--- config.mk ---
export PLATFORM = sky130hd
export DESIGN_NAME = pbsi_top
export DESIGN_NICKNAME = d
export VERILOG_FILES = /design/src/hw/pbsi_top.v
export VERILOG_INCLUDE_DIRS = /design/src /design/src/hw
export SDC_FILE = /design/constraint.sdc
export NUM_CORES = 1
export LEC_CHECK = 0
export BUFFER_PORTS_ARGS = -buffer_cell sky130_fd_sc_hd__buf_2
export CAP_MARGIN = 20
export CORE_MARGIN = 5
export CORE_UTILIZATION = 52
export CTS_CLUSTER_SIZE = 16
export DETAILED_ROUTE_END_ITERATION = 16
export PLACE_DENSITY = 0.79
export SLEW_MARGIN = 0
export SYNTH_ARGS = -nofsm -noshare
export SYNTH_HDL_FRONTEND = slang
export SYNTH_SLANG_ARGS = --single-unit
--- constraint.sdc ---
create_clock -name clk -period 2.05 [get_ports clk]
set_input_delay 0.1025 -clock clk [delete_from_list [all_inputs] [get_ports clk]]
set_output_delay 0.1025 -clock clk [all_outputs]
set_load 0.02 [all_outputs]
--- src/hw/pbsi_defs.vh ---
// constants for the processor bus strobe interface
`ifndef PBSI_DEFS_VH
`define PBSI_DEFS_VH
// register byte offsets
`define PBSI_OFF_CTRL 4'h0
`define PBSI_OFF_WAIT 4'h4
`define PBSI_OFF_STAT 4'h8
// control register fields
`define PBSI_CTRL_STRB_FLT 0
`define PBSI_CTRL_ADDR_FLT 1
`define PBSI_CTRL_MMU 2
`define PBSI_CTRL_ODD 3
`define PBSI_CTRL_RST 4'h0
// wait register: four memory fields by extended address, one i/o field
`define PBSI_WAIT_W 4
`define PBSI_WAIT_IO 16
`define PBSI_WAIT_RST 20'h0_0000
// decoded i/o addresses
`define PBSI_IO_IRQ_ACK 16'h1000
`define PBSI_IO_CONF 16'h8410
`define PBSI_IO_SURON 16'h4004
`define PBSI_IO_SUROFF 16'h4005
// self test length in clock cycles
`define PBSI_TEST_CYC 16'h0100
// axi responses
`define PBSI_RESP_OK 2'b00
`define PBSI_RESP_ERR 2'b10
`endif

--- src/hw/pbsi_top.v ---
// processor bus strobe interface with axi4-lite control registers
//
// Design decisions made here: register access over AXI4-Lite and the register offsets.
`timescale 1ns/1ns
`default_nettype none
`include "pbsi_defs.vh"
module pbsi_top (
  // clock and reset
  input wire clk,
  input wire nrst,
  // processor bus
  input wire [15:0] infoBusIn,
  output reg [15:0] infoBusOut,
  output reg infoBusOe,
  input wire parityBitLineIn,
  output reg parityBitLineOut,
  output reg parityBitLineOe,
  input wire addrLatchStrobe,
  input wire dataStrobeN,
  input wire memIoSel,
  input wire readWriteSel,
  // address outputs and extended address inputs
  output reg [15:0] addrOut,
  output reg [15:0] addrOe,
  input wire [1:0] extAddrIn,
  // strobes
  input wire strobeDriveEnableN,
  output reg memWriteStrobeN,
  output reg memReadStrobeN,
  output reg ioWriteStrobeN,
  output reg ioReadStrobeN,
  output reg strobeOe,
  output reg irqAckStrobeN,
  output reg configReadStrobeN,
  // system
  input wire extReadyIn,
  output reg cycleReady,
  input wire testEnableN,
  output reg selfTestDone,
  output reg bootRomSelect,
  input wire [4:0] sysConfigIn,
  // axi4-lite slave
  input wire [3:0] s_axi_awaddr,
  input wire s_axi_awvalid,
  output reg s_axi_awready,
  input wire [31:0] s_axi_wdata,
  input wire [3:0] s_axi_wstrb,
  input wire s_axi_wvalid,
  output reg s_axi_wready,
  output reg [1:0] s_axi_bresp,
  output reg s_axi_bvalid,
  input wire s_axi_bready,
  input wire [3:0] s_axi_araddr,
  input wire s_axi_arvalid,
  output reg s_axi_arready,
  output reg [31:0] s_axi_rdata,
  output reg [1:0] s_axi_rresp,
  output reg s_axi_rvalid,
  input wire s_axi_rready
);

  // ************************************
  // state
  // ************************************
  localparam ST_IDLE = 3'b001;
  localparam ST_TEST = 3'b010;
  localparam ST_RUN = 3'b100;

  reg [2:0] state_reg;
  reg [2:0] state_next;
  reg [15:0] testCnt_reg;
  reg testReq_reg;
  reg [15:0] latchAddr_reg;
  reg [3:0] ctrl_reg;
  reg [19:0] wait_reg;
  reg [3:0] waitCnt_reg;
  reg paritySample_reg;
  reg [3:0] awAddr_reg;
  reg awHeld_reg;
  reg [31:0] wData_reg;
  reg [3:0] wStrb_reg;
  reg wHeld_reg;

  // ************************************
  // cycle decode
  // ************************************
  wire active = ~dataStrobeN;
  wire isRead = readWriteSel;
  wire memCyc = active & memIoSel;
  wire ioCyc = active & ~memIoSel;
  wire hitIrqAck = ioCyc & ~isRead & (latchAddr_reg == `PBSI_IO_IRQ_ACK);
  wire hitConf = ioCyc & isRead & (latchAddr_reg == `PBSI_IO_CONF);
  wire hitSurOn = ioCyc & ~isRead & (latchAddr_reg == `PBSI_IO_SURON);
  wire hitSurOff = ioCyc & ~isRead & (latchAddr_reg == `PBSI_IO_SUROFF);
  wire internalIo = hitIrqAck | hitConf | hitSurOn | hitSurOff;
  wire testing = state_reg == ST_TEST;
  wire mmuOn = ctrl_reg[`PBSI_CTRL_MMU];
  wire floatStrb = strobeDriveEnableN & ctrl_reg[`PBSI_CTRL_STRB_FLT];
  wire floatAddr = strobeDriveEnableN & ctrl_reg[`PBSI_CTRL_ADDR_FLT];

  // selected wait count for this cycle
  reg [3:0] waitSel;
  always @* begin
    if (~memIoSel) begin
      waitSel = wait_reg[`PBSI_WAIT_IO +: `PBSI_WAIT_W];
    end else if (mmuOn) begin
      waitSel = wait_reg[extAddrIn * `PBSI_WAIT_W +: `PBSI_WAIT_W];
    end else begin
      waitSel = wait_reg[0 +: `PBSI_WAIT_W];
    end
  end

  // ************************************
  // self test sequencer
  // ************************************
  always @* begin
    case (state_reg)
      ST_IDLE: begin
        state_next = testReq_reg ? ST_TEST : ST_RUN;
      end
      ST_TEST: begin
        state_next = (testCnt_reg == `PBSI_TEST_CYC) ? ST_RUN : ST_TEST;
      end
      ST_RUN: begin
        state_next = ST_RUN;
      end
      default: begin
        state_next = ST_IDLE;
      end
    endcase
  end

  always @(posedge clk) begin
    if (!nrst) begin
      state_reg <= ST_IDLE;
      testReq_reg <= ~testEnableN;
      testCnt_reg <= 16'h0000;
      selfTestDone <= 1'b0;
    end else begin
      state_reg <= state_next;
      if (testing) begin
        testCnt_reg <= testCnt_reg + 16'h0001;
      end
      selfTestDone <= (state_next == ST_RUN);
    end
  end

  // ************************************
  // address latch and outputs
  // ************************************
  always @(posedge clk) begin
    if (!nrst) begin
      latchAddr_reg <= 16'h0000;
      addrOut <= 16'h0000;
      addrOe <= 16'h0000;
    end else begin
      if (addrLatchStrobe) begin
        latchAddr_reg <= infoBusIn;
      end
      addrOut <= latchAddr_reg;
      if (floatAddr) begin
        addrOe <= 16'h0000;
      end else if (mmuOn & memIoSel) begin
        addrOe <= 16'hFFF0;
      end else begin
        addrOe <= 16'hFFFF;
      end
    end
  end

  // ************************************
  // strobes
  // ************************************
  always @(posedge clk) begin
    if (!nrst) begin
      memWriteStrobeN <= 1'b1;
      memReadStrobeN <= 1'b1;
      ioWriteStrobeN <= 1'b1;
      ioReadStrobeN <= 1'b1;
      strobeOe <= 1'b0;
      irqAckStrobeN <= 1'b1;
      configReadStrobeN <= 1'b1;
      bootRomSelect <= 1'b1;
    end else begin
      // strobes follow the data strobe
      memWriteStrobeN <= ~(memCyc & ~isRead);
      memReadStrobeN <= ~(memCyc & isRead);
      ioWriteStrobeN <= ~(ioCyc & ~isRead);
      ioReadStrobeN <= ~(ioCyc & isRead);
      strobeOe <= ~floatStrb;
      irqAckStrobeN <= ~hitIrqAck;
      configReadStrobeN <= ~hitConf;
      if (hitSurOn) begin
        bootRomSelect <= 1'b1;
      end else if (hitSurOff) begin
        bootRomSelect <= 1'b0;
      end
    end
  end

  // ************************************
  // information bus and parity
  // ************************************
  always @(posedge clk) begin
    if (!nrst) begin
      infoBusOut <= 16'h0000;
      infoBusOe <= 1'b0;
      parityBitLineOut <= 1'b0;
      parityBitLineOe <= 1'b0;
      paritySample_reg <= 1'b0;
    end else begin
      infoBusOut <= {11'h000, sysConfigIn};
      infoBusOe <= hitConf;
      parityBitLineOut <= ^infoBusIn ^ ctrl_reg[`PBSI_CTRL_ODD];
      parityBitLineOe <= active & ~isRead;
      if (active & isRead) begin
        paritySample_reg <= parityBitLineIn;
      end
    end
  end

  // ************************************
  // ready generation
  // ************************************
  always @(posedge clk) begin
    if (!nrst) begin
      waitCnt_reg <= 4'h0;
      cycleReady <= 1'b0;
    end else begin
      if (active) begin
        if (waitCnt_reg != 4'hF) begin
          waitCnt_reg <= waitCnt_reg + 4'h1;
        end
      end else begin
        waitCnt_reg <= 4'h0;
      end
      cycleReady <= extReadyIn & active &
        (testing | internalIo | (waitCnt_reg >= waitSel));
    end
  end

  // ************************************
  // axi4-lite write
  // ************************************
  wire doWrite = awHeld_reg & wHeld_reg & ~s_axi_bvalid;

  always @(posedge clk) begin
    if (!nrst) begin
      awAddr_reg <= 4'h0;
      awHeld_reg <= 1'b0;
      wData_reg <= 32'h0000_0000;
      wStrb_reg <= 4'h0;
      wHeld_reg <= 1'b0;
      s_axi_awready <= 1'b0;
      s_axi_wready <= 1'b0;
      s_axi_bvalid <= 1'b0;
      s_axi_bresp <= `PBSI_RESP_OK;
      ctrl_reg <= `PBSI_CTRL_RST;
      wait_reg <= `PBSI_WAIT_RST;
    end else begin
      s_axi_awready <= ~awHeld_reg & ~s_axi_awready;
      s_axi_wready <= ~wHeld_reg & ~s_axi_wready;
      if (s_axi_awvalid & s_axi_awready) begin
        awAddr_reg <= s_axi_awaddr;
        awHeld_reg <= 1'b1;
        s_axi_awready <= 1'b0;
      end
      if (s_axi_wvalid & s_axi_wready) begin
        wData_reg <= s_axi_wdata;
        wStrb_reg <= s_axi_wstrb;
        wHeld_reg <= 1'b1;
        s_axi_wready <= 1'b0;
      end
      if (doWrite) begin
        awHeld_reg <= 1'b0;
        wHeld_reg <= 1'b0;
        s_axi_bvalid <= 1'b1;
        s_axi_bresp <= `PBSI_RESP_OK;
        case (awAddr_reg)
          `PBSI_OFF_CTRL: begin
            if (wStrb_reg[0]) begin
              ctrl_reg <= wData_reg[3:0];
            end
          end
          `PBSI_OFF_WAIT: begin
            if (wStrb_reg[0]) begin
              wait_reg[7:0] <= wData_reg[7:0];
            end
            if (wStrb_reg[1]) begin
              wait_reg[15:8] <= wData_reg[15:8];
            end
            if (wStrb_reg[2]) begin
              wait_reg[19:16] <= wData_reg[19:16];
            end
          end
          `PBSI_OFF_STAT: begin
            s_axi_bresp <= `PBSI_RESP_OK;
          end
          default: begin
            s_axi_bresp <= `PBSI_RESP_ERR;
          end
        endcase
      end else if (s_axi_bvalid & s_axi_bready) begin
        s_axi_bvalid <= 1'b0;
      end
    end
  end

  // ************************************
  // axi4-lite read
  // ************************************
  always @(posedge clk) begin
    if (!nrst) begin
      s_axi_arready <= 1'b0;
      s_axi_rvalid <= 1'b0;
      s_axi_rdata <= 32'h0000_0000;
      s_axi_rresp <= `PBSI_RESP_OK;
    end else begin
      s_axi_arready <= ~s_axi_rvalid & ~s_axi_arready;
      if (s_axi_arvalid & s_axi_arready) begin
        s_axi_arready <= 1'b0;
        s_axi_rvalid <= 1'b1;
        s_axi_rresp <= `PBSI_RESP_OK;
        case (s_axi_araddr)
          `PBSI_OFF_CTRL: begin
            s_axi_rdata <= {28'h000_0000, ctrl_reg};
          end
          `PBSI_OFF_WAIT: begin
            s_axi_rdata <= {12'h000, wait_reg};
          end
          `PBSI_OFF_STAT: begin
            s_axi_rdata <= {latchAddr_reg, 12'h000, testing,
              paritySample_reg, bootRomSelect, selfTestDone};
          end
          default: begin
            s_axi_rdata <= 32'h0000_0000;
            s_axi_rresp <= `PBSI_RESP_ERR;
          end
        endcase
      end else if (s_axi_rvalid & s_axi_rready) begin
        s_axi_rvalid <= 1'b0;
      end
    end
  end

endmodule
`default_nettype wire

# Yosys cells after proc, flatten, opt, wreduce, memory -nomap -nowiden
# Index checks and enable logic that the tools add are counted.
[word_totals]
regBits = 196
latch_bits = 0
ram_bits = 0
mem_bits_ro = 0
inputBits = 82
out_inout_bits = 102
elab_cells = 141
memories = 0
[classes]
addsub = 2
n_mul = 0
div_mod_pow = 0
order_cmp = 1
n_eq_ne = 14
shifts = 1
n_mux = 13
n_bitwise = 52
reduce_logical = 18
[op_table]
columns = ["cell", "count"]
rows = [
  ["32-bit case mux with 3 select lines", 1],
  ["16-bit by 15-bit equality test with 1-bit output, second input constant", 2],
  ["1-bit bitwise AND", 27],
  ["20-bit by 5-bit indexed part select with 4-bit output", 1],
  ["1-bit inverter", 19],
  ["16-bit by 1-bit adder with 16-bit output, second input constant", 1],
  ["16-bit by 13-bit equality test with 1-bit output, second input constant", 1],
  ["16-bit equality test, second input constant", 1],
  ["16-bit by 9-bit equality test with 1-bit output, second input constant", 1],
  ["16-bit XOR reduction", 1],
  ["2-bit OR reduction", 7],
  ["4-bit two-way mux", 3],
  ["3-bit AND reduction", 4],
  ["3-bit case mux with 3 select lines", 1],
  ["4-bit by 3-bit equality test with 1-bit output, second input constant", 2],
  ["4-bit equality test, second input constant", 2],
  ["4-bit zero test", 2],
  ["3-bit equality test, second input constant", 2],
  ["3-bit two-way mux", 2],
  ["3-bit OR reduction", 2],
  ["1-bit OR", 5],
  ["4-bit by 1-bit adder with 4-bit output, second input constant", 1],
  ["4-bit >= comparator", 1],
  ["1-bit two-way mux", 4],
  ["6 further kinds", 8],
]

# Logic depth before layout (Yosys ltp)
# Gate-level depths: netlist (run 1).
[logic_depth]
word_depth = 10
ltp_mapped = 11
ltp_nobuf = 11

# Least setup slack after synthesis (run 1)
# No wires, ideal clock.
[synth_timing]
path_kind = "input port to flip-flop"
from = "input extAddrIn[0]"
to = "register cycleReady"
setup_time_ns = 0.130
arrival_time_ns = 1.747
required_ns = 1.920
slack_ns = 0.173
stages = 10
path_buffers = 1
cell_sequence = "clkbuf_1 > o21ai_1 > o21ai_0 > mux2_2 > ha_1 > nand2b_1 > a21oi_1 > nor2b_1 > o21ai_0 > a311oi_1"
[synth_between]
elab_chain_len = 6
[synth_rtl]
columns = ["item", "line", "rtl"]
rows = [
  ["start: declaration", "pbsi_top.v:25", "input wire [1:0] extAddrIn,"],
  ["20-bit by 5-bit indexed part select with 4-bit output", "pbsi_top.v:107", "waitSel = wait_reg[extAddrIn * `PBSI_WAIT_W +: `PBSI_WAIT_W];"],
  ["4-bit two-way mux", "pbsi_top.v:106", "end else if (mmuOn) begin"],
  ["4-bit two-way mux", "pbsi_top.v:104", "if (~memIoSel) begin"],
  ["4-bit >= comparator", "pbsi_top.v:238", "(testing | internalIo | (waitCnt_reg >= waitSel));"],
  ["1-bit OR", "pbsi_top.v:238", ""],
  ["1-bit bitwise AND", "pbsi_top.v:237", "cycleReady <= extReadyIn & active &"],
  ["end signal: assignment", "pbsi_top.v:237", ""],
  ["end: declaration", "pbsi_top.v:37", "output reg cycleReady,"],
]
# Every way passes these cells.
# A chain may end at the register's enable or synchronous reset.

# Final worst setup path (run 1)
[layout_timing]
from = "register wait_reg[4]"
to = "register cycleReady"
[layout_between]
elab_chain_len = 6
[layout_rtl]
columns = ["item", "line", "rtl"]
rows = [
  ["start: declaration", "pbsi_top.v:75", "reg [19:0] wait_reg;"],
  ["start signal: assignment", "pbsi_top.v:259", "wait_reg <= `PBSI_WAIT_RST;"],
  ["start signal: assignment", "pbsi_top.v:287", "wait_reg[7:0] <= wData_reg[7:0];"],
  ["20-bit by 5-bit indexed part select with 4-bit output", "pbsi_top.v:107", ""],
  ["4-bit two-way mux", "pbsi_top.v:106", ""],
  ["4-bit two-way mux", "pbsi_top.v:104", ""],
  ["4-bit >= comparator", "pbsi_top.v:238", ""],
  ["1-bit OR", "pbsi_top.v:238", ""],
  ["1-bit bitwise AND", "pbsi_top.v:237", ""],
]
# Every way passes these cells.

==> results of run 1 <==
where the power goes:
group / switching (mW) / total (mW) / internal (mW) / leakage, nW
Clock: 1.25 / 2.95 / 1.70 / 0.267
Combinational: 0.419 / 0.760 / 0.341 / 1.96
Sequential: 0.0972 / 3.50 / 3.40 / 1.38
metal layers:
metal | track usage | up-vias | routed length, um
li1 | - | 2887 | -
met1 | 0.275 | 2673 | 7190
met2 | 0.379 | 200 | 8150
met3 | 0.0531 | 39 | 1120
met4 | 0.0976 | 2 | 478
met5 | 0 | - | 7
tightest hold or removal path, cell delays in order:
cell and delay, ns:
buf_2 0.11, mux2i_1 0.10, nor2_1 0.11
cells by family after synthesis:
| kind of cell | after synthesis | synth area share |
|---|---|---|
| AOI/OAI and AO/OA | 128 | 0.118 |
| muxes | 30 | 0.0454 |
| and+or+nand+nor | 293 | 0.206 |
| adders and majority gates | 7 | 0.0132 |
| DFF | 169 | 0.511 |
| other | 1 | 0.000565 |
| buffers and inverters | 87 | 0.0661 |
| xor gates and xnor gates | 29 | 0.0403 |
worst max path at each step:
stage | from | to | slack [ns]
4_1_cts | wait_reg[8]$_SDFFE_PN0P_ | cycleReady$_SDFF_PN0_ | 0.03
5_1_grt | wait_reg[4]$_SDFFE_PN0P_ | cycleReady$_SDFF_PN0_ | -0.03
3_3_place_gp | extAddrIn[0] | cycleReady$_SDFF_PN0_ | 0.05
6_report | wait_reg[4]$_SDFFE_PN0P_ | cycleReady$_SDFF_PN0_ | 0.12
2_1_floorplan | extAddrIn[0] | cycleReady$_SDFF_PN0_ | 0.17
3_5_place_dp | extAddrIn[0] | cycleReady$_SDFF_PN0_ | -0.02
area by class of cell:
cell class | count | area [um2]
Clock buffer | 21 | 450
Clock inverter | 11 | 100
Fill cell | 967 | 3910
Inverter | 21 | 80.1
Multi-Input combinational cell | 500 | 2900
Sequential cell | 169 | 3400
Tap cell | 172 | 215
Timing Repair Buffer | 231 | 1520
placed cells by master (no fill, tap or decap), types with 3 or more instances in the layout:
cell and instances:
o21ai_1 5, a21oi_1 59, xnor2_1 21, a22o_1 4, nor3_1 14, dfxtp_2 5
mux2i_1 29, a31oi_1 5, nor4_1 6, clkinv_2 5, a22oi_1 32, buf_2 157
o22ai_1 4, nor2_1 81, clkinv_4 4, conb_1 13, clkbuf_1 3, nand2_1 96
or3_1 3, inv_1 19, nor2b_1 5, nand2b_1 5, dfxtp_1 163, xor2_1 7
nand3_1 35, buf_4 11, ha_1 6, clkbuf_16 17, nand4_1 7, o21ai_0 8
dlygate4sd3_1 61, and2_1 22
metrics by stage:
step / TNS, ns / setup slack, ns / hold WS [ns] / area [um2] / total power [mW]
after global routing: -0.0274 / -0.0274 / 0.0688 / 8660 / 7.49
after detailed placement: -0.0213 / -0.0213 / 0.307 / 7450 / 4.22
final: 0 / 0.116 / 0.0560 / 8660 / 7.20
after floorplan: 0 / 0.173 / 0.198 / 6690 / 4.02
after CTS: 0 / 0.0299 / 0.0361 / 8620 / 7.24
after global placement: 0 / 0.0533 / 0.304 / 7450 / 4.21
timing repair:
action                     CTS  global route
hold endpoints to repair    62             0
setup endpoints to repair    1             1
pin swaps                    0             8
resized for setup            1            13
hold buffers                61             0
buffers inserted             0             1
==> results.md, run 1 <==
* Status: complete, no violations
* Post-synthesis sequential area ratio at 0.511
* Final min period at 1.93 ns
* Max stage delay cell, worst path: dfxtp_2
* H-Tree Depth at 4
* CP bufs+invs at 1
* Crit path max fanout at 3
* Total gr overflow at 0
* CP max stage delay at 0.33 ns
* Critical path data required time at 2.38 ns
* Cells after synthesis at 744
* Critical path arrival at 2.27 ns
* Top-count cell post-synth: dfxtp_1
* Synth top area cells: dfxtp_1 (51%), nand2_1 (5.4%), nor2_1 (4.6%), a21oi_1 (4.5%), mux2i_1 (4.4%)
* All-Layer GR Usage at 0.225
* Max capacitance violation total at 0
* Internal reg-to-reg setup slack at 0.12 ns
* ANT cells at 0
* Hold crit path type: in -> reg
* VDD IR max at 0.530 mV
* Clock Tree Buf Depth at 2
* Max Slew Vio Count at 0
* EDFF count, synth at 1
* Post-Route Skew at 0.00619 ns
* CTS tree: done
* Hold EP: latchAddr_reg[10]$_SDFFE_PN0P_
* Standard-cell rows at 41
* Core Area at 12600 um2
* Hold path start: infoBusIn[10]
* Final setup violation count at 0
* Vias in the first global route at 5571
* Syn_area_per_cell at 8.92 um2
* Post-DP HPWL at 11100 um
* Remaining DRCs at 0
* First-pass GRT wire length at 26700 um
* Post-layout util at 0.689
* Initial Util at 0.528
* GPL Wtd Cong at 0.881
* Synth top area share at 0.507
* Layout cell share with drive strength beyond 1 at 0.229
* Root Driver: clkbuf_16
* R2R Path End: cycleReady$_SDFF_PN0_
* Worst rel slew slack at 0.499
* Via count at 5801
* Nets at 1029
* Initial antenna violation count at 1
* Die Footprint at 15100 um2
* CP Cell Sequence: inv_1 -> o22ai_1 -> a31oi_1 -> o21ai_1 -> mux2_4 -> ha_4 -> nand2b_4 -> a21oi_2 -> nor2b_1 -> o21ai_1 -> a311oi_1
* R2R depth at 11
* Static Leak at 3.61 nW
* Main synth FF type: dfxtp_1
* # placed instances at 1031
* Top-Level Pins at 184
* Final Hold Viols at 0
* Critical Path Stages at 11
* Clock sink count at 169
* Die Span X at 123 um
* Routed Wire Length at 16900 um
* Wire length per cell at 15.1 um
* Top cell by count, worst path: o21ai_1
* Clock-pin slew on the worst setup and hold paths at 0.06 ns
* Period utilization at 0.943
* TritonCTS Buffers at 17
* Die height at 123 um
* Synth area leader: dfxtp_1
* Ys async rst share at 0
* Largest register FFs at 32
* R2R Path Start: wait_reg[4]$_SDFFE_PN0P_
* Power per cell area at 832 nW/um2
* Final std cells w/o fill at 1125
* First-pass DRT Iterations at 5
* Flops & latches, synth at 169
* Synthesis Warnings at 0
* Commonest cells in the netlist: dfxtp_1 (168), nand2_1 (96), nor2_1 (81)
* Area grow syn2layout at 30.4%
* IO Port Bufs at 157
* Critical Path Source Type: flop
* Crit path max-delay family: compound AO/OA/AOI/OAI gates
* Via density at 5.16
* Fmax at 517 MHz
* Hold path cells at 3
* Worst-margin pin slew at 0.749 ns
* Largest net degree at the start of global routing at 70
* Post-Syn Area at 6640 um2
* Setup CP Type: reg -> reg
* Antenna-violating nets left at 0
* Initial DRC count at 447
* RSZ-0062 raised after global routing: yes
* Worst-skew pair later-pin latency at 0.43 ns
* Worst setup EP type: flop
* Unique masters post-synth at 52
Power figures use the tool's default switching activity.
==> run 2: changes to the inputs <==
Settings changed: CORE_UTILIZATION 52 to 56, PLACE_DENSITY 0.79 to 0.85.
Clock period 2.05 ns to 2.3 ns, I/O delays scaled along.
==> results.md, run 2 (synthesis results as in run 1) <==
* Commonest non-fill, non-tap cell in the layout: dfxtp_1
* Fmax at 476 MHz (-7.9%)
* Final setup violation count at 0 (unchanged)
* Post-DP HPWL at 11100 um (-0.37%)
* Power per cell area at 780 nW/um2 (-6.3%)
* Dpl ws at 0.229 ns (+0.250 ns)
* Total gr overflow at 0 (unchanged)
* Die Footprint at 14100 um2 (-6.6%)
* Hold path start: s_axi_arvalid
* Via count at 5981 (+3.1%)
* Sequential power share at 0.466 (-0.020)
* IO Port Bufs at 157 (unchanged)
* Final Hold Viols at 1 (+1)
* Final min period at 2.10 ns (+0.166 ns)
* Worst setup EP type: flop
* Critical Path Source Type: flop
* R2R Path Start: ctrl_reg[2]$_SDFFE_PN0P_
* Fillers at 788 (-19%)
* Worst-margin pin slew at 0.787 ns (+0.0384 ns)
* All-Layer GR Usage at 0.252 (+0.0269)
* Antenna-violating nets left at 0 (unchanged)
* Critical path data required time at 2.60 ns (+0.22 ns)
* First-pass GRT wire length at 28600 um (+7.2%)
* CTS tree: done
* Hold path cells at 3 (unchanged)
* Worst-skew pair later-pin latency at 0.42 ns (about the same)
* Critical path arrival at 2.39 ns (+0.12 ns)
* Final WS setup at 0.200 ns (+0.0839 ns)
* Die Span X at 119 um (-3.3%)
* Area of the multi-input gates at 2870 um2 (-1.1%)
* Root Driver: clkbuf_16
* R2R Path End: cycleReady$_SDFF_PN0_
* Area grow syn2layout at 29.4%
* R2R depth at 10 (-1)
* Most frequent cells in the layout: dfxtp_1 (168), buf_2 (157), nand2_1 (96), nor2_1 (81), dlygate4sd3_1 (61)
* Layout cell share with drive strength beyond 1 at 0.216 (-0.0125)
* VDD IR max at 0.658 mV (+24%)
* Die height at 119 um (-3.3%)
* H-Tree Depth at 4 (unchanged)
* Initial antenna violation count at 0 (-1)
* Static Leak at 3.59 nW (-0.48%)
* Hold crit path type: in -> reg
* Remaining DRCs at 0 (unchanged)
* RSZ-0062 raised after global routing: no
* Internal reg-to-reg setup slack at 0.20 ns (+0.08 ns)
* Routed Wire Length at 18100 um (+7.1%)
* Post-layout util at 0.746 (+0.0569)
* Wire length per cell at 16.6 um (+10%)
* Top-Level Pins at 184 (unchanged)
* Period utilization at 0.913 (-0.0303)
* Initial DRC count at 572 (+28%)
* TritonCTS Buffers at 17 (unchanged)
* Vias in the first global route at 5780 (+3.8%)
* Max Slew Vio Count at 0 (unchanged)
* Via density at 5.48 (+6.3%)
* Worst rel slew slack at 0.474 (-0.0257)
* Combinational share of power at 0.102 (-0.003)
* Largest register FFs at 32 (unchanged)
* Psw at 1.61 mW (-8.5%)
* Core Area at 11500 um2 (-8.4%)
* Setup TNS Final at 0 ns (unchanged)
* Pint at 5.09 mW (-6.5%)
* Setup bufs post-CTS at 0 (unchanged)
* Crit path max fanout at 7 (+4)
* Register area at 3390 um2 (-0.18%)
* Largest net degree at the start of global routing at 101 (+44%)
* Setup CP Type: reg -> reg
* Clock-pin slew on the worst setup and hold paths at 0.06 ns (about the same)
* Clock sink count at 169 (unchanged)
* Clk pwr share at 0.432 (+0.023)
* Worst hold slack at -0.000393 ns (-0.0564 ns)
* Violated checks: negative hold slack
* ANT cells at 0 (unchanged)
* Status: complete, but fails checks
* GPL Wtd Cong at 0.850 (-3.5%)
* # resized after CTS at 0 (-1)
* Max capacitance violation total at 0 (unchanged)
* Post-Route Skew at 0.00600 ns (-0.000191 ns)
* Standard-cell rows at 39 (-4.9%)
* First-pass DRT Iterations at 6 (+1)
* Switch share at 0.241 (-0.00400)
* Hold EP: s_axi_rresp[1]$_SDFFE_PN0P_
* Initial Util at 0.577 (+0.0483)
* Nets at 1024 (-0.49%)
* Clock Tree Buf Depth at 2 (unchanged)
-- run 2: cell type report --
| type | count | share of cell area |
|---|---|---|
| clock buffer | 20 | 0.0532 |
| clock inverter | 12 | 0.0172 |
| inverter | 21 | 0.00932 |
| multi-input combinational | 500 | 0.334 |
| sequential | 169 | 0.395 |
| tap | 143 | 0.0208 |
| timing repair buffer | 226 | 0.171 |
-- run 2: metrics by stage --
stage | total power, mW | instance area (um2) | cells | hold WS, ns
after floorplan | 3.59 | 6690 | 756 | 0.211
after global placement | 3.74 | 7380 | 998 | 0.321
after detailed placement | 3.76 | 7380 | 998 | 0.330
after CTS | 6.68 | 8590 | 1091 | 0.00568
after global routing | 6.93 | 8590 | 1091 | 0.0344
final | 6.70 | 8590 | 1091 | -0.000393
-- run 2: per-layer routing --
metal	vias up	wire length, um	GRT usage	share of wire
met3	44	1360	0.0626	0.075
met1	2776	7170	0.298	0.40
met2	282	9130	0.438	0.50
li1	2879	-	-	-
met4	0	485	0.103	0.027
met5	-	0	0	0
-- run 2: what timing repair did --
action | in CTS | in global routing
endpoints found under the hold margin | 61 | 0
hold buffers | 61 | 0
setup endpoints to repair | 0 | 0
-- run 2: how the worst max path moves through the flow --
stage                                         from                    end  slack [ns]  cells past startpoint
after global routing      ctrl_reg[2]$_SDFFE_PN0P_  cycleReady$_SDFF_PN0_        0.03                     10
after detailed placement              extAddrIn[0]  cycleReady$_SDFF_PN0_        0.23                     10
after floorplan                       extAddrIn[0]  cycleReady$_SDFF_PN0_        0.41                     10
final                     ctrl_reg[2]$_SDFFE_PN0P_  cycleReady$_SDFF_PN0_        0.20                     10
after CTS                 ctrl_reg[2]$_SDFFE_PN0P_  cycleReady$_SDFF_PN0_        0.23                     10
after global placement                extAddrIn[0]  cycleReady$_SDFF_PN0_        0.25                     10
-- run 2: power by group through the flow --
stage	combinational (mW)	sequential, mW	clock [mW]
after global routing	0.732	3.14	3.06
after global placement	0.563	3.18	0
final	0.682	3.12	2.89
after detailed placement	0.575	3.18	0
after floorplan	0.378	3.21	0
after CTS	0.657	3.12	2.91
-- run 2: worst max-delay path, cell delays in order (launching register included) --
cell	delay (ns)
dfxtp_1	0.42
o21ai_1	0.20
nand2_1	0.11
o21ai_0	0.07
mux2_2	0.28
ha_1	0.26
nand2b_1	0.13
a21oi_1	0.14
nor2b_1	0.06
o21ai_0	0.19
a311oi_1	0.11
